`src/bmf_pkg.sv`:
```
package bmf_pkg;

  // ==========================================================
  // Widths
  localparam int LONG_W   = 36;
  localparam int NARROW_W = 18;
  localparam int LANE_W   = 9;
  localparam int OFS_W    = 11;

  // ==========================================================
  // Index of last part per long word
  localparam logic [1:0] LAST_BYTE = 2'h3;
  localparam logic [1:0] LAST_WORD = 2'h1;

  // ==========================================================
  // Offset load order: index of each offset register
  localparam logic [1:0] OFS_FIRST_HIGH  = 2'h0;
  localparam logic [1:0] OFS_FIRST_LOW   = 2'h1;
  localparam logic [1:0] OFS_SECOND_HIGH = 2'h2;
  localparam logic [1:0] OFS_SECOND_LOW  = 2'h3;
  localparam logic [OFS_W-1:0] OFS_RESET = 11'h008;

  // ==========================================================
  // Reset timing in clk_sys_in cycles
  localparam logic [3:0] RDY_DLY_CYC    = 4'h2;
  localparam logic [3:0] HOST_RST_CYC   = 4'h4;
  localparam logic [3:0] HOST_RST_LIMIT = 4'hF;

  // ==========================================================
  // Host sequencer states
  typedef enum logic [1:0] {
    BMF_H_IDLE  = 2'b00,
    BMF_H_RESET = 2'b01,
    BMF_H_WAIT  = 2'b10,
    BMF_H_RUN   = 2'b11
  } bmf_hstate_e;

endpackage

```
`src/bmf_if.sv`:
```
`timescale 1ns/10ps
interface bmf_if;
  import bmf_pkg::*;

  // Reset and configuration pins (host drives)
  logic                first_queue_full_init_n;
  logic                second_queue_full_init_n;
  logic                first_queue_data_clear_n;
  logic                second_queue_data_clear_n;
  logic                rx_port_mailbox_select;
  logic                endian_order_select;
  logic                fall_through_timing;
  logic                tx_port_width_select;
  logic                rx_port_width_select;
  logic                serial_offset_input;
  logic                serial_offset_strobe;
  // Narrow ports
  logic                tx_read_en;
  logic [NARROW_W-1:0] tx_data;
  logic                rx_write_en;
  logic [NARROW_W-1:0] rx_data;
  // Flags (device drives)
  logic                first_queue_write_ready;
  logic                second_queue_write_ready;
  logic                first_queue_read_ready;

  modport dev (
    input  first_queue_full_init_n, second_queue_full_init_n,
    input  first_queue_data_clear_n, second_queue_data_clear_n,
    input  rx_port_mailbox_select, endian_order_select, fall_through_timing,
    input  tx_port_width_select, rx_port_width_select,
    input  serial_offset_input, serial_offset_strobe,
    input  tx_read_en, rx_write_en, rx_data,
    output tx_data, first_queue_write_ready, second_queue_write_ready,
    output first_queue_read_ready
  );

  modport host (
    output first_queue_full_init_n, second_queue_full_init_n,
    output first_queue_data_clear_n, second_queue_data_clear_n,
    output rx_port_mailbox_select, endian_order_select, fall_through_timing,
    output tx_port_width_select, rx_port_width_select,
    output serial_offset_input, serial_offset_strobe,
    output tx_read_en, rx_write_en, rx_data,
    input  tx_data, first_queue_write_ready, second_queue_write_ready,
    input  first_queue_read_ready
  );
endinterface

```
`src/bmf_dev.sv`:
```
`timescale 1ns/10ps
// Overview of operation
// - Fetch long word, emit parts one by one
// - Byte mode: upper tx lines carry nothing
// - Last rx part commits whole long word
// - Byte mode: upper rx lines ignored
// - Rx word order follows endian select
// - Rx byte order follows endian select
// - Tx word order follows endian select
// - Tx byte order follows endian select
// - Host fixes endian, widths stay static
// - Host holds clear, mailbox high in reset
// - Both master resets toggle together
// - Master reset high during partial reset
// - Fall-through read flag drops cycle earlier
// - Writes ignored until both ready flags
// - Serial offsets: high1, low1, high2, low2
// - Offset loads may skip idle cycles
// - Endian latched at master reset rise
// - Width selects effective by reset end
module bmf_dev
  import bmf_pkg::*;
(
  // Clock, reset, enable
  input  wire logic                clk_sys_in,
  input  wire logic                rst_n_in,
  input  wire logic                ce_in,
  // Link to host
  bmf_if.dev                       link,
  // First queue memory, read side
  input  wire logic                q1_valid_in,
  input  wire logic [LONG_W-1:0]   q1_data_in,
  output logic                     q1_pop_out,
  // Second queue memory, write side
  input  wire logic                q2_space_in,
  output logic                     q2_push_out,
  output logic [LONG_W-1:0]        q2_data_out,
  // Wide-port parallel offset load
  input  wire logic                par_load_in,
  input  wire logic [LONG_W-1:0]   par_data_in,
  // Offsets
  output logic [OFS_W-1:0]         first_queue_high_offset_out,
  output logic [OFS_W-1:0]         first_queue_low_offset_out,
  output logic [OFS_W-1:0]         second_queue_high_offset_out,
  output logic [OFS_W-1:0]         second_queue_low_offset_out
);

  // ==========================================================
  // Lane helpers
  function automatic logic [1:0] lane_of(input logic [1:0] idx, input logic byte_m,
                                         input logic big);
    logic [1:0] l;
    l = 2'h0;
    if (byte_m)
      l = big ? (LAST_BYTE - idx) : idx;
    else
      l = (big ? (LAST_WORD - idx) : idx) << 1;
    return l;
  endfunction

  function automatic logic [NARROW_W-1:0] tx_part(input logic [LONG_W-1:0] lw,
                                                  input logic [1:0] idx,
                                                  input logic byte_m, input logic big);
    logic [1:0] l;
    l = lane_of(idx, byte_m, big);
    if (byte_m)
      return {9'h000, lw[LANE_W*l +: LANE_W]};
    return lw[LANE_W*l +: NARROW_W];
  endfunction

  function automatic logic [LONG_W-1:0] rx_place(input logic [LONG_W-1:0] lw,
                                                 input logic [NARROW_W-1:0] d,
                                                 input logic [1:0] idx,
                                                 input logic byte_m, input logic big);
    logic [LONG_W-1:0] r;
    logic [1:0]        l;
    r = lw;
    l = lane_of(idx, byte_m, big);
    if (byte_m)
      r[LANE_W*l +: LANE_W] = d[LANE_W-1:0];
    else
      r[LANE_W*l +: NARROW_W] = d;
    return r;
  endfunction

  // ==========================================================
  // Reset tracking and configuration latch
  logic       in_mrs;
  logic       mrs_d_ff;
  logic       rst_d_ff;
  logic       big_ff;
  logic       fall_through_timing_ff;
  logic       tx_byte_ff;
  logic       rx_byte_ff;
  logic [3:0] rdy_cnt_ff;
  logic       init_done_ff;
  logic       tx_clear;
  logic       rx_clear;

  assign in_mrs   = ~link.first_queue_full_init_n | ~link.second_queue_full_init_n;
  assign tx_clear = in_mrs | ~link.first_queue_data_clear_n;
  assign rx_clear = in_mrs | ~link.second_queue_data_clear_n;

  always_ff @(posedge clk_sys_in)
  begin
    if (!rst_n_in)
    begin
      mrs_d_ff   <= 1'b0;
      rst_d_ff   <= 1'b0;
      big_ff     <= 1'b1;
      fall_through_timing_ff    <= 1'b0;
      tx_byte_ff <= 1'b0;
      rx_byte_ff <= 1'b0;
    end
    else if (ce_in)
    begin
      mrs_d_ff <= in_mrs;
      rst_d_ff <= tx_clear | rx_clear;
      if (mrs_d_ff && !in_mrs)
      begin
        big_ff     <= link.endian_order_select;
        fall_through_timing_ff    <= link.fall_through_timing;
        tx_byte_ff <= link.tx_port_width_select;
        rx_byte_ff <= link.rx_port_width_select;
      end
    end
  end

  // Ready flags wait for the latch above, so widths apply before first use
  always_ff @(posedge clk_sys_in)
  begin
    if (!rst_n_in)
    begin
      rdy_cnt_ff   <= 4'h0;
      init_done_ff <= 1'b0;
    end
    else if (ce_in)
    begin
      if (in_mrs)
      begin
        rdy_cnt_ff   <= 4'h0;
        init_done_ff <= 1'b0;
      end
      else if (rdy_cnt_ff < RDY_DLY_CYC)
        rdy_cnt_ff <= rdy_cnt_ff + 4'h1;
      else
        init_done_ff <= 1'b1;
    end
  end

  // ==========================================================
  // Transmit unpacking
  logic [LONG_W-1:0]   hold_ff;
  logic [1:0]          tx_idx_ff;
  logic                loaded_ff;
  logic [NARROW_W-1:0] tx_data_ff;
  logic                tx_rdy_ff;
  logic                q1_pop_ff;
  logic [1:0]          tx_last;
  logic                tx_take;
  logic                tx_fetch;

  assign tx_last  = tx_byte_ff ? LAST_BYTE : LAST_WORD;
  assign tx_take  = link.tx_read_en & loaded_ff & tx_rdy_ff;
  assign tx_fetch = ~loaded_ff & q1_valid_in & init_done_ff & ~tx_clear & ~q1_pop_ff;

  always_ff @(posedge clk_sys_in)
  begin
    if (!rst_n_in)
    begin
      hold_ff    <= '0;
      tx_idx_ff  <= 2'h0;
      loaded_ff  <= 1'b0;
      tx_data_ff <= '0;
      q1_pop_ff  <= 1'b0;
    end
    else if (ce_in)
    begin
      q1_pop_ff <= tx_fetch;
      if (tx_clear)
      begin
        loaded_ff <= 1'b0;
        tx_idx_ff <= 2'h0;
      end
      else if (tx_fetch)
      begin
        hold_ff    <= q1_data_in;
        loaded_ff  <= 1'b1;
        tx_idx_ff  <= 2'h0;
        tx_data_ff <= tx_part(q1_data_in, 2'h0, tx_byte_ff, big_ff);
      end
      else if (tx_take)
      begin
        if (tx_idx_ff == tx_last)
          loaded_ff <= 1'b0;
        else
        begin
          tx_idx_ff  <= tx_idx_ff + 2'h1;
          tx_data_ff <= tx_part(hold_ff, tx_idx_ff + 2'h1, tx_byte_ff, big_ff);
        end
      end
    end
  end

  // Standard mode drops the flag one cycle after fall-through mode does
  always_ff @(posedge clk_sys_in)
  begin
    if (!rst_n_in)
      tx_rdy_ff <= 1'b0;
    else if (ce_in)
    begin
      if (fall_through_timing_ff ? tx_clear : rst_d_ff)
        tx_rdy_ff <= 1'b0;
      else if (tx_take && tx_idx_ff == tx_last)
        tx_rdy_ff <= 1'b0;
      else
        tx_rdy_ff <= loaded_ff | tx_fetch;
    end
  end

  // ==========================================================
  // Receive packing
  logic [LONG_W-1:0] pack_ff;
  logic [1:0]        rx_idx_ff;
  logic              q2_push_ff;
  logic [LONG_W-1:0] q2_data_ff;
  logic              wr_rdy1_ff;
  logic              wr_rdy2_ff;
  logic              rx_take;
  logic              rx_byte_now;
  logic [1:0]        rx_last;

  assign rx_last     = rx_byte_ff ? LAST_BYTE : LAST_WORD;
  assign rx_byte_now = rx_byte_ff;
  assign rx_take     = link.rx_write_en & ~link.rx_port_mailbox_select
                       & wr_rdy1_ff & wr_rdy2_ff & ~rx_clear;

  always_ff @(posedge clk_sys_in)
  begin
    if (!rst_n_in)
    begin
      pack_ff    <= '0;
      rx_idx_ff  <= 2'h0;
      q2_push_ff <= 1'b0;
      q2_data_ff <= '0;
    end
    else if (ce_in)
    begin
      q2_push_ff <= 1'b0;
      if (rx_clear)
        rx_idx_ff <= 2'h0;
      else if (rx_take)
      begin
        // Byte mode reads only the low lane, upper inputs never reach storage
        pack_ff <= rx_place(pack_ff, link.rx_data, rx_idx_ff, rx_byte_now,
                            big_ff);
        if (rx_idx_ff == rx_last)
        begin
          q2_push_ff <= 1'b1;
          q2_data_ff <= rx_place(pack_ff, link.rx_data, rx_idx_ff, rx_byte_now, big_ff);
          rx_idx_ff  <= 2'h0;
        end
        else
          rx_idx_ff <= rx_idx_ff + 2'h1;
      end
    end
  end

  always_ff @(posedge clk_sys_in)
  begin
    if (!rst_n_in)
    begin
      wr_rdy1_ff <= 1'b0;
      wr_rdy2_ff <= 1'b0;
    end
    else if (ce_in)
    begin
      wr_rdy1_ff <= init_done_ff & ~tx_clear;
      // Space is judged one word early so a push in flight cannot overrun
      wr_rdy2_ff <= init_done_ff & ~rx_clear & q2_space_in & ~q2_push_ff;
    end
  end

  // ==========================================================
  // Offset registers, loaded serially or from the wide port
  logic [OFS_W-1:0] ofs_ff [4];
  logic [1:0]       ofs_idx_ff;
  logic [3:0]       ofs_bit_ff;

  always_ff @(posedge clk_sys_in)
  begin
    if (!rst_n_in)
    begin
      ofs_idx_ff <= 2'h0;
      ofs_bit_ff <= 4'h0;
    end
    else if (ce_in)
    begin
      if (in_mrs)
      begin
        ofs_idx_ff <= 2'h0;
        ofs_bit_ff <= 4'h0;
      end
      else if (link.serial_offset_strobe)
      begin
        if (ofs_bit_ff == 4'(OFS_W - 1))
        begin
          ofs_bit_ff <= 4'h0;
          ofs_idx_ff <= ofs_idx_ff + 2'h1;
        end
        else
          ofs_bit_ff <= ofs_bit_ff + 4'h1;
      end
      else if (par_load_in)
        ofs_idx_ff <= ofs_idx_ff + 2'h1;
    end
  end

  genvar g;
  generate
    for (g = 0; g < 4; g++)
    begin : g_ofs
      always_ff @(posedge clk_sys_in)
      begin
        if (!rst_n_in)
          ofs_ff[g] <= OFS_RESET;
        else if (ce_in && !in_mrs && ofs_idx_ff == 2'(g))
        begin
          if (link.serial_offset_strobe)
            ofs_ff[g] <= {ofs_ff[g][OFS_W-2:0], link.serial_offset_input};
          else if (par_load_in)
            ofs_ff[g] <= par_data_in[OFS_W-1:0];
        end
      end
    end
  endgenerate

  // ==========================================================
  // Outputs
  assign link.tx_data                  = tx_data_ff;
  assign link.first_queue_read_ready   = tx_rdy_ff;
  assign link.first_queue_write_ready  = wr_rdy1_ff;
  assign link.second_queue_write_ready = wr_rdy2_ff;
  assign q1_pop_out                    = q1_pop_ff;
  assign q2_push_out                   = q2_push_ff;
  assign q2_data_out                   = q2_data_ff;
  assign first_queue_high_offset_out   = ofs_ff[OFS_FIRST_HIGH];
  assign first_queue_low_offset_out    = ofs_ff[OFS_FIRST_LOW];
  assign second_queue_high_offset_out  = ofs_ff[OFS_SECOND_HIGH];
  assign second_queue_low_offset_out   = ofs_ff[OFS_SECOND_LOW];

endmodule

```
`src/flat_wrapper.sv`:
```
// flat-port wrapper written by rule: the top's interface ports become plain ports
module bmf_dev_flat import bmf_pkg::*;
  (clk_sys_in, rst_n_in, ce_in, q1_valid_in, q1_data_in, q1_pop_out, q2_space_in, q2_push_out, q2_data_out, par_load_in, par_data_in, first_queue_high_offset_out, first_queue_low_offset_out, second_queue_high_offset_out, second_queue_low_offset_out, link_first_queue_full_init_n, link_second_queue_full_init_n, link_first_queue_data_clear_n, link_second_queue_data_clear_n, link_rx_port_mailbox_select, link_endian_order_select, link_fall_through_timing, link_tx_port_width_select, link_rx_port_width_select, link_serial_offset_input, link_serial_offset_strobe, link_tx_read_en, link_rx_write_en, link_rx_data, link_tx_data, link_first_queue_write_ready, link_second_queue_write_ready, link_first_queue_read_ready);
  bmf_if link_i ();
  input  wire logic clk_sys_in;
  input  wire logic rst_n_in;
  input  wire logic ce_in;
  input  wire logic q1_valid_in;
  input  wire logic [LONG_W-1:0] q1_data_in;
  output logic q1_pop_out;
  input  wire logic q2_space_in;
  output logic q2_push_out;
  output logic [LONG_W-1:0] q2_data_out;
  input  wire logic par_load_in;
  input  wire logic [LONG_W-1:0] par_data_in;
  output logic [OFS_W-1:0] first_queue_high_offset_out;
  output logic [OFS_W-1:0] first_queue_low_offset_out;
  output logic [OFS_W-1:0] second_queue_high_offset_out;
  output logic [OFS_W-1:0] second_queue_low_offset_out;
  input wire logic [$bits(link_i.first_queue_full_init_n)-1:0] link_first_queue_full_init_n;
  input wire logic [$bits(link_i.second_queue_full_init_n)-1:0] link_second_queue_full_init_n;
  input wire logic [$bits(link_i.first_queue_data_clear_n)-1:0] link_first_queue_data_clear_n;
  input wire logic [$bits(link_i.second_queue_data_clear_n)-1:0] link_second_queue_data_clear_n;
  input wire logic [$bits(link_i.rx_port_mailbox_select)-1:0] link_rx_port_mailbox_select;
  input wire logic [$bits(link_i.endian_order_select)-1:0] link_endian_order_select;
  input wire logic [$bits(link_i.fall_through_timing)-1:0] link_fall_through_timing;
  input wire logic [$bits(link_i.tx_port_width_select)-1:0] link_tx_port_width_select;
  input wire logic [$bits(link_i.rx_port_width_select)-1:0] link_rx_port_width_select;
  input wire logic [$bits(link_i.serial_offset_input)-1:0] link_serial_offset_input;
  input wire logic [$bits(link_i.serial_offset_strobe)-1:0] link_serial_offset_strobe;
  input wire logic [$bits(link_i.tx_read_en)-1:0] link_tx_read_en;
  input wire logic [$bits(link_i.rx_write_en)-1:0] link_rx_write_en;
  input wire logic [$bits(link_i.rx_data)-1:0] link_rx_data;
  output wire logic [$bits(link_i.tx_data)-1:0] link_tx_data;
  output wire logic [$bits(link_i.first_queue_write_ready)-1:0] link_first_queue_write_ready;
  output wire logic [$bits(link_i.second_queue_write_ready)-1:0] link_second_queue_write_ready;
  output wire logic [$bits(link_i.first_queue_read_ready)-1:0] link_first_queue_read_ready;
  assign link_i.first_queue_full_init_n = link_first_queue_full_init_n;
  assign link_i.second_queue_full_init_n = link_second_queue_full_init_n;
  assign link_i.first_queue_data_clear_n = link_first_queue_data_clear_n;
  assign link_i.second_queue_data_clear_n = link_second_queue_data_clear_n;
  assign link_i.rx_port_mailbox_select = link_rx_port_mailbox_select;
  assign link_i.endian_order_select = link_endian_order_select;
  assign link_i.fall_through_timing = link_fall_through_timing;
  assign link_i.tx_port_width_select = link_tx_port_width_select;
  assign link_i.rx_port_width_select = link_rx_port_width_select;
  assign link_i.serial_offset_input = link_serial_offset_input;
  assign link_i.serial_offset_strobe = link_serial_offset_strobe;
  assign link_i.tx_read_en = link_tx_read_en;
  assign link_i.rx_write_en = link_rx_write_en;
  assign link_i.rx_data = link_rx_data;
  assign link_tx_data = link_i.tx_data;
  assign link_first_queue_write_ready = link_i.first_queue_write_ready;
  assign link_second_queue_write_ready = link_i.second_queue_write_ready;
  assign link_first_queue_read_ready = link_i.first_queue_read_ready;
  bmf_dev u_core (.clk_sys_in(clk_sys_in), .rst_n_in(rst_n_in), .ce_in(ce_in), .link(link_i), .q1_valid_in(q1_valid_in), .q1_data_in(q1_data_in), .q1_pop_out(q1_pop_out), .q2_space_in(q2_space_in), .q2_push_out(q2_push_out), .q2_data_out(q2_data_out), .par_load_in(par_load_in), .par_data_in(par_data_in), .first_queue_high_offset_out(first_queue_high_offset_out), .first_queue_low_offset_out(first_queue_low_offset_out), .second_queue_high_offset_out(second_queue_high_offset_out), .second_queue_low_offset_out(second_queue_low_offset_out));
endmodule
```
`config.mk`:
```
export PLATFORM = sky130hd
export DESIGN_NAME = bmf_dev_flat
export DESIGN_NICKNAME = d
export VERILOG_FILES = /design/src/bmf_pkg.sv /design/src/bmf_if.sv /design/src/bmf_dev.sv /design/src/flat_wrapper.sv
export SDC_FILE = /design/constraint.sdc
export NUM_CORES = 1
export LEC_CHECK = 0
export ABC_CLOCK_PERIOD_IN_PS = 4200
export BUFFER_PORTS_ARGS = -buffer_cell sky130_fd_sc_hd__buf_2
export CAP_MARGIN = 20
export CORE_UTILIZATION = 56
export CTS_CLUSTER_DIAMETER = 40
export DETAILED_ROUTE_END_ITERATION = 12
export PLACE_DENSITY = 0.93
export SLEW_MARGIN = 15
export SYNTH_ARGS = -nofsm -noshare
export SYNTH_HDL_FRONTEND = slang
export SYNTH_SLANG_ARGS = --single-unit
```
`constraint.sdc`:
```
create_clock -name clk_sys_in -period 4.2 [get_ports clk_sys_in]
set_input_delay 0.84 -clock clk_sys_in [delete_from_list [all_inputs] [get_ports clk_sys_in]]
set_output_delay 0.84 -clock clk_sys_in [all_outputs]
set_load 0.02 [all_outputs]
```
Word level (Yosys, flattened, before mapping)
Memories as Yosys holds them, arrays and structs flattened.
Index checks and enable logic that the tools add are counted.
- reduce and logical (&&, ||, !) cells: 28
- shift operators: 12
- mux-type cells: 118
- bitwise gates (word level): 37
- $mul: 4
- $add $sub $neg: 11
- $lt $le $gt $ge: 1
- equal/unequal tests: 10
- operator list (kind ; count):
    bitwise mux 36 bit ; 4
    2-to-1 mux 18 bit ; 7
    2-to-1 mux 11 bit ; 8
    2-to-1 mux 2 bit ; 38
    2-to-1 mux 36 bit ; 2
    variable shift 18 x 34 -> 36 bit, first input constant ; 2
    variable shift 9 x 34 -> 36 bit, first input constant ; 2
    indexed part select 18 x 34 -> 36 bit ; 2
    indexed part select 36 x 7 -> 18 bit ; 2
    indexed part select 36 x 7 -> 9 bit ; 2
    indexed part select 9 x 34 -> 36 bit ; 2
    negator 6 -> 34 bit ; 2
    2-to-1 mux 1 bit ; 54
    multiplier 4 x 2 -> 6 bit, first input constant ; 4
    2-to-1 mux 4 bit ; 5
    AND reduction 3 bit ; 5
    AND 1 bit ; 14
    bitwise OR 1 bit ; 13
    NOT 1 bit ; 10
    AND reduction 2 bit ; 5
    nonzero test 3 bit ; 3
    adder 4 x 1 -> 4 bit, second input constant ; 2
    AND reduction 4 bit ; 2
    nonzero test 2 bit ; 4
    other kinds (13) ; 27
- input bits: 109
- memories: 1
- RAM bits: 44
- bits in registers: 153
- logic and storage cells: 244
- output and inout bits: 103
- memories (name ; words ; width ; rd ports ; clocked after memory_dff ; wr ports ; line ; RTL):
    u_core.ofs_ff ; 4 ; 11 ; 4 ; 0 ; 4 ; bmf_dev.sv:286 ; logic [OFS_W-1:0] ofs_ff [4];

Depth between registers and ports, before layout
- depth in word-level cells: 17
- gate-level depth with buffers: 15

Worst setup path after synthesis
Ideal clock, no wire load.
- kind: reg-to-reg
- from: register u_core.big_ff
- to: register u_core.pack_ff[7]
- slack: 1.201 ns
- buffers on the path: 4
- data arrival time: 2.867 ns
- cell stages (with the launch flop): 13
- setup time: 0.132 ns
- period minus slack after synthesis: 2.999 ns
- cells stage by stage: dfxtp_1 buf_6 xor2_4 nand2_2 buf_1 ha_1 buf_4 buf_4 mux2_2 o21ai_0 mux2i_1 a222oi_1 a21oi_1
- longest elaborated chain between the ends: 11
- elaborated cells between the ends (all ways): 16
- those cells by class: add/sub: 1; mul: 1; shift: 4; mux: 10
- RTL lines (element ; line ; RTL):
    start: declaration ; bmf_dev.sv:91 ; logic big_ff;
    start signal: assignment ; bmf_dev.sv:121 ; big_ff <= link.endian_order_select;
    2-to-1 mux 2 bit / 2-to-1 mux 1 bit (equally long branches) ; bmf_dev.sv:55, bmf_dev.sv:57 ;
    2-to-1 mux 2 bit * ; bmf_dev.sv:54 ; if (byte_m)
    2-to-1 mux 2 bit * ; bmf_dev.sv:252 ; else if (rx_take)
    2-to-1 mux 2 bit * ; bmf_dev.sv:250 ; if (rx_clear)
    2-to-1 mux 2 bit * ; bmf_dev.sv:247 ; else if (ce_in)
    2-to-1 mux 2 bit * ; bmf_dev.sv:240 ; if (!rst_n_in)
    multiplier 4 x 2 -> 6 bit * ; bmf_dev.sv:80, bmf_dev.sv:82 ;
    negator 6 -> 34 bit * ; bmf_dev.sv:80, bmf_dev.sv:82 ;
    indexed part select 18 x 34 -> 36 bit (tied with other cells) ; bmf_dev.sv:82 ; r[LANE_W*l +: NARROW_W] = d;
    bitwise mux 36 bit (on tied branches) ; bmf_dev.sv:82, bmf_dev.sv:80 ;
    2-to-1 mux 36 bit * ; bmf_dev.sv:79 ; if (byte_m)
    end signal: assignment ; bmf_dev.sv:255 ; pack_ff <= rx_place(pack_ff, link.rx_data, rx_idx_ff, rx_byte_now,
    end: declaration ; bmf_dev.sv:223 ; logic [LONG_W-1:0] pack_ff;
Mark *: on every way between the ends. The rest lies on a longest branch, timed or not. The select of a mux whose other input is x is not followed.
A chain may end at the register's enable or synchronous reset.

Final worst setup path
- from: register u_core.big_ff
- to: register u_core.pack_ff[24]
The elaborated chain is that of the path after synthesis.

==> flow_metrics.env <==
export IMPL_final_common_cell="buf_2"
export IMPL_synth_async_reset_ratio_pct=0
export IMPL_clock_latency_ns=0.45
export IMPL_final_hold_viol_count=0
export IMPL_initial_core_util_pct=57.8
export IMPL_ys_warn_count=0
export IMPL_die_area_um2=20100
export IMPL_criticalPathCategory="register to register"
export IMPL_power_leakage_nw=4.83
export IMPL_slowest_delay_ns=0.71
export IMPL_nNetsFinal=1583
export IMPL_die_y_um=142
export IMPL_crit_fanout=21
export IMPL_crit_slowest_cell="nor4b_1"
export IMPL_cts_buffers_inserted=17
export IMPL_setup_ws_ns=0.564
export IMPL_power_density_nw_per_um2=317
export IMPL_antenna_found_initial=0
export IMPL_synth_edff_count=44
export IMPL_timing_setup_tns_ns=0
export IMPL_arrival_ns=4.00
export IMPL_routedWlPerCell_um=20.8
export IMPL_fin_crit_sh_pct=86.6
export IMPL_gr_total_overflow=0
export IMPL_finClkSkew_ns=0.0125
export IMPL_pre_cts_ws_ns=0.713
export IMPL_synthFlopType="dfxtp_1"
export IMPL_cts_sinks=197
export IMPL_power_switching_share_pct=28.2
export IMPL_critPathLaunchType="register"
export IMPL_rsz0062_at_grt="false"
export IMPL_relSlewSlack_pct=39.1
export IMPL_htree_levels=4
export IMPL_crit_chain="xnor2_1 > buf_4 > inv_2 > ha_1 > buf_4 > nor4b_1 > buf_4 > and3_1 > a21oi_1 > o21ai_0 > o2bb2ai_1 > o21ai_0"
export IMPL_cts_setup_buffers=0
export IMPL_num_antenna_cells=0
export IMPL_cp_required_ns=4.56
export IMPL_ioPinCount=212
export IMPL_ir_worst_vdd_uv=282
export IMPL_core_um2=19000
export IMPL_tritoncts="done"
export IMPL_drt_first_pass_iters=6
export IMPL_port_buffers=186
export IMPL_ys_seq_area_share_pct=40.0
export IMPL_mostFrequentLayoutCells="186 x buf_2, 174 x nand2_1, 169 x a21oi_1, 151 x dfxtp_1, 113 x o21ai_0"
export IMPL_finalSetupViolCount=0
export IMPL_avgSynthCellArea_um2=8.24
export IMPL_finalCriticalPeriod_ns=3.64
export IMPL_yosysUniqueCellTypes=84
export IMPL_slew_viol_final=0
export IMPL_grt_use_total_pct=35.9
export IMPL_grt_max_degree=57
export IMPL_area_growth_pct=15.1
export IMPL_clockBufferDepth=2
export IMPL_hp_class="register to register"
export IMPL_grt_pass1_wl_mm=56.3
export IMPL_ant_nets=0
export IMPL_drc=0
export IMPL_p_switching_mw=1.12
export IMPL_worst_slew_pin_transition_ns=0.911
export IMPL_cts_resized=0
export IMPL_die_w_um=142
export IMPL_synth_fp_nets=1451
export IMPL_floorplan_rows=50
export IMPL_clockPowerShare_pct=40.3
export IMPL_fmax_mhz=275
export IMPL_clk_pin_slew_ns=0.08
export IMPL_p_total_mw=3.99
export IMPL_avgViaCountPerCell=6.69
export IMPL_cts_root_buffer="clkbuf_16"
export IMPL_maxCapViolations=0
export IMPL_cpMostUsedCell="buf_4"
export IMPL_synth_area_um2=11000
export IMPL_gp_congestion=1.02
export IMPL_ys_seq_elements=197
export IMPL_routed_via_count=11606
export IMPL_power_frac_comb_pct=10.5
export IMPL_drt_initial_drc_count=1637
export IMPL_p_int_mw=2.87
export IMPL_status="finished, final reports clean"
export IMPL_hpwl_mm=25.2
export IMPL_syn_inst=1330
export IMPL_drive_gt1_share_pct=20.4
export IMPL_p_seq_share_pct=49.2
export IMPL_grt_pass1_vias=10566
export IMPL_endpoint_kind="register"
export IMPL_hold_buffers=0
export IMPL_wirelength_mm=36.1
## routing by layer
metal	track usage, %	part of all wire (%)	up-vias
met5	0	0	-
met4	17.2	4.3	0
met3	7.59	11	146
met2	55.5	44	831
met1	47.8	40	5394
li1	-	-	5235
## synthesized netlist by cell type (all sizes together) (9+ instances only)
cell type  count  share of area [%]
a211oi        14               0.96
a21oi        170                7.8
a221oi        18                1.4
a22o          34                2.7
a31oi         24                1.4
and3           9               0.51
buf           36                1.7
clkbuf        74                2.5
dfxtp        153                 28
edfxtp        44                 12
ha            12                1.4
inv           20               0.68
mux2          16                1.7
mux2i         41                3.7
nand2        176                6.1
nand3         86                3.9
nor2          79                2.7
nor2b         11               0.63
nor3          20                1.1
nor4           9               0.65
o211ai        12               0.82
o21ai        115                5.3
o31ai         16                1.1
## through the flow
| stage | instance area (um^2) | instances | utilization, % | hold slack [ns] |
|---|---|---|---|---|
| finish | 12600 | 1735 | 66.5 | 0.454 |
| global route | 12600 | 1735 | 66.5 | 0.477 |
| floorplan | 11000 | 1330 | - | 0.433 |
| CTS | 12600 | 1735 | 66.5 | 0.455 |
| detailed placement | 12000 | 1703 | 63.5 | 0.445 |
| global placement | 12000 | 1703 | 63.5 | 0.437 |
## critical path: cells and delay by family (launching register included)
family                   cells  cell delay, ns
buffers and inverters        4            0.87
AND/OR/NAND/NOR              2            0.89
flip-flops                   1            0.58
AO/OA/AOI/OAI                4            0.49
adder cells (fa/ha/maj)      1            0.50
XOR/XNOR                     1            0.21
## cells by family after synthesis
group / synth area share [%]
AO/OA/AOI/OAI: 27.9
AND/OR/NAND/NOR: 18.8
flip-flops: 40.0
buffers and inverters: 5.03
multiplexers: 5.63
adder cells (fa/ha/maj): 1.37
XOR/XNOR: 1.29
## power groups by stage
stage                     registers, mW  clock network [mW]  logic, mW
after floorplan                    2.02                   0      0.210
after global placement             2.01                   0      0.399
after detailed placement           2.01                   0      0.400
after CTS                          1.96                1.62      0.403
after global routing               1.97                1.70      0.440
final                              1.96                1.61      0.420
## flip-flops by register name (all words and copies together) (netlist names), 2 cells and up
signal / flops
u_core.link.tx_data: 18
u_core.hold_ff: 36
u_core.tx_idx_ff: 2
u_core.q2_data_out: 36
u_core.rdy_cnt_ff: 4
u_core.ofs_bit_ff: 4
u_core.pack_ff: 36
u_core.ofs_idx_ff: 2
u_core.ofs_ff: 44
u_core.rx_idx_ff: 2
## area by class of cell
type	count	area (um^2)
sequential	197	4390
multi-input combinational	1000	6030
timing repair buffer	223	1210
fill	1521	6350
clock inverter	15	151
clock buffer	17	425
inverter	23	86.3
tap	260	325
## worst paths after layout
check | startpoint | endpoint | slack (ns) | depth (start not counted)
worst max-delay path | u_core.big_ff | u_core.pack_ff[24] | 0.56 | 12
worst min-delay path | u_core.q2_data_out[11] | u_core.q2_data_out[11] | 0.45 | 2
worst max register to register | u_core.big_ff | u_core.pack_ff[24] | 0.56 | 12
worst min register to register | u_core.q2_data_out[11] | u_core.q2_data_out[11] | 0.45 | 2
Note: power is estimated with default switching activity, not from simulation.
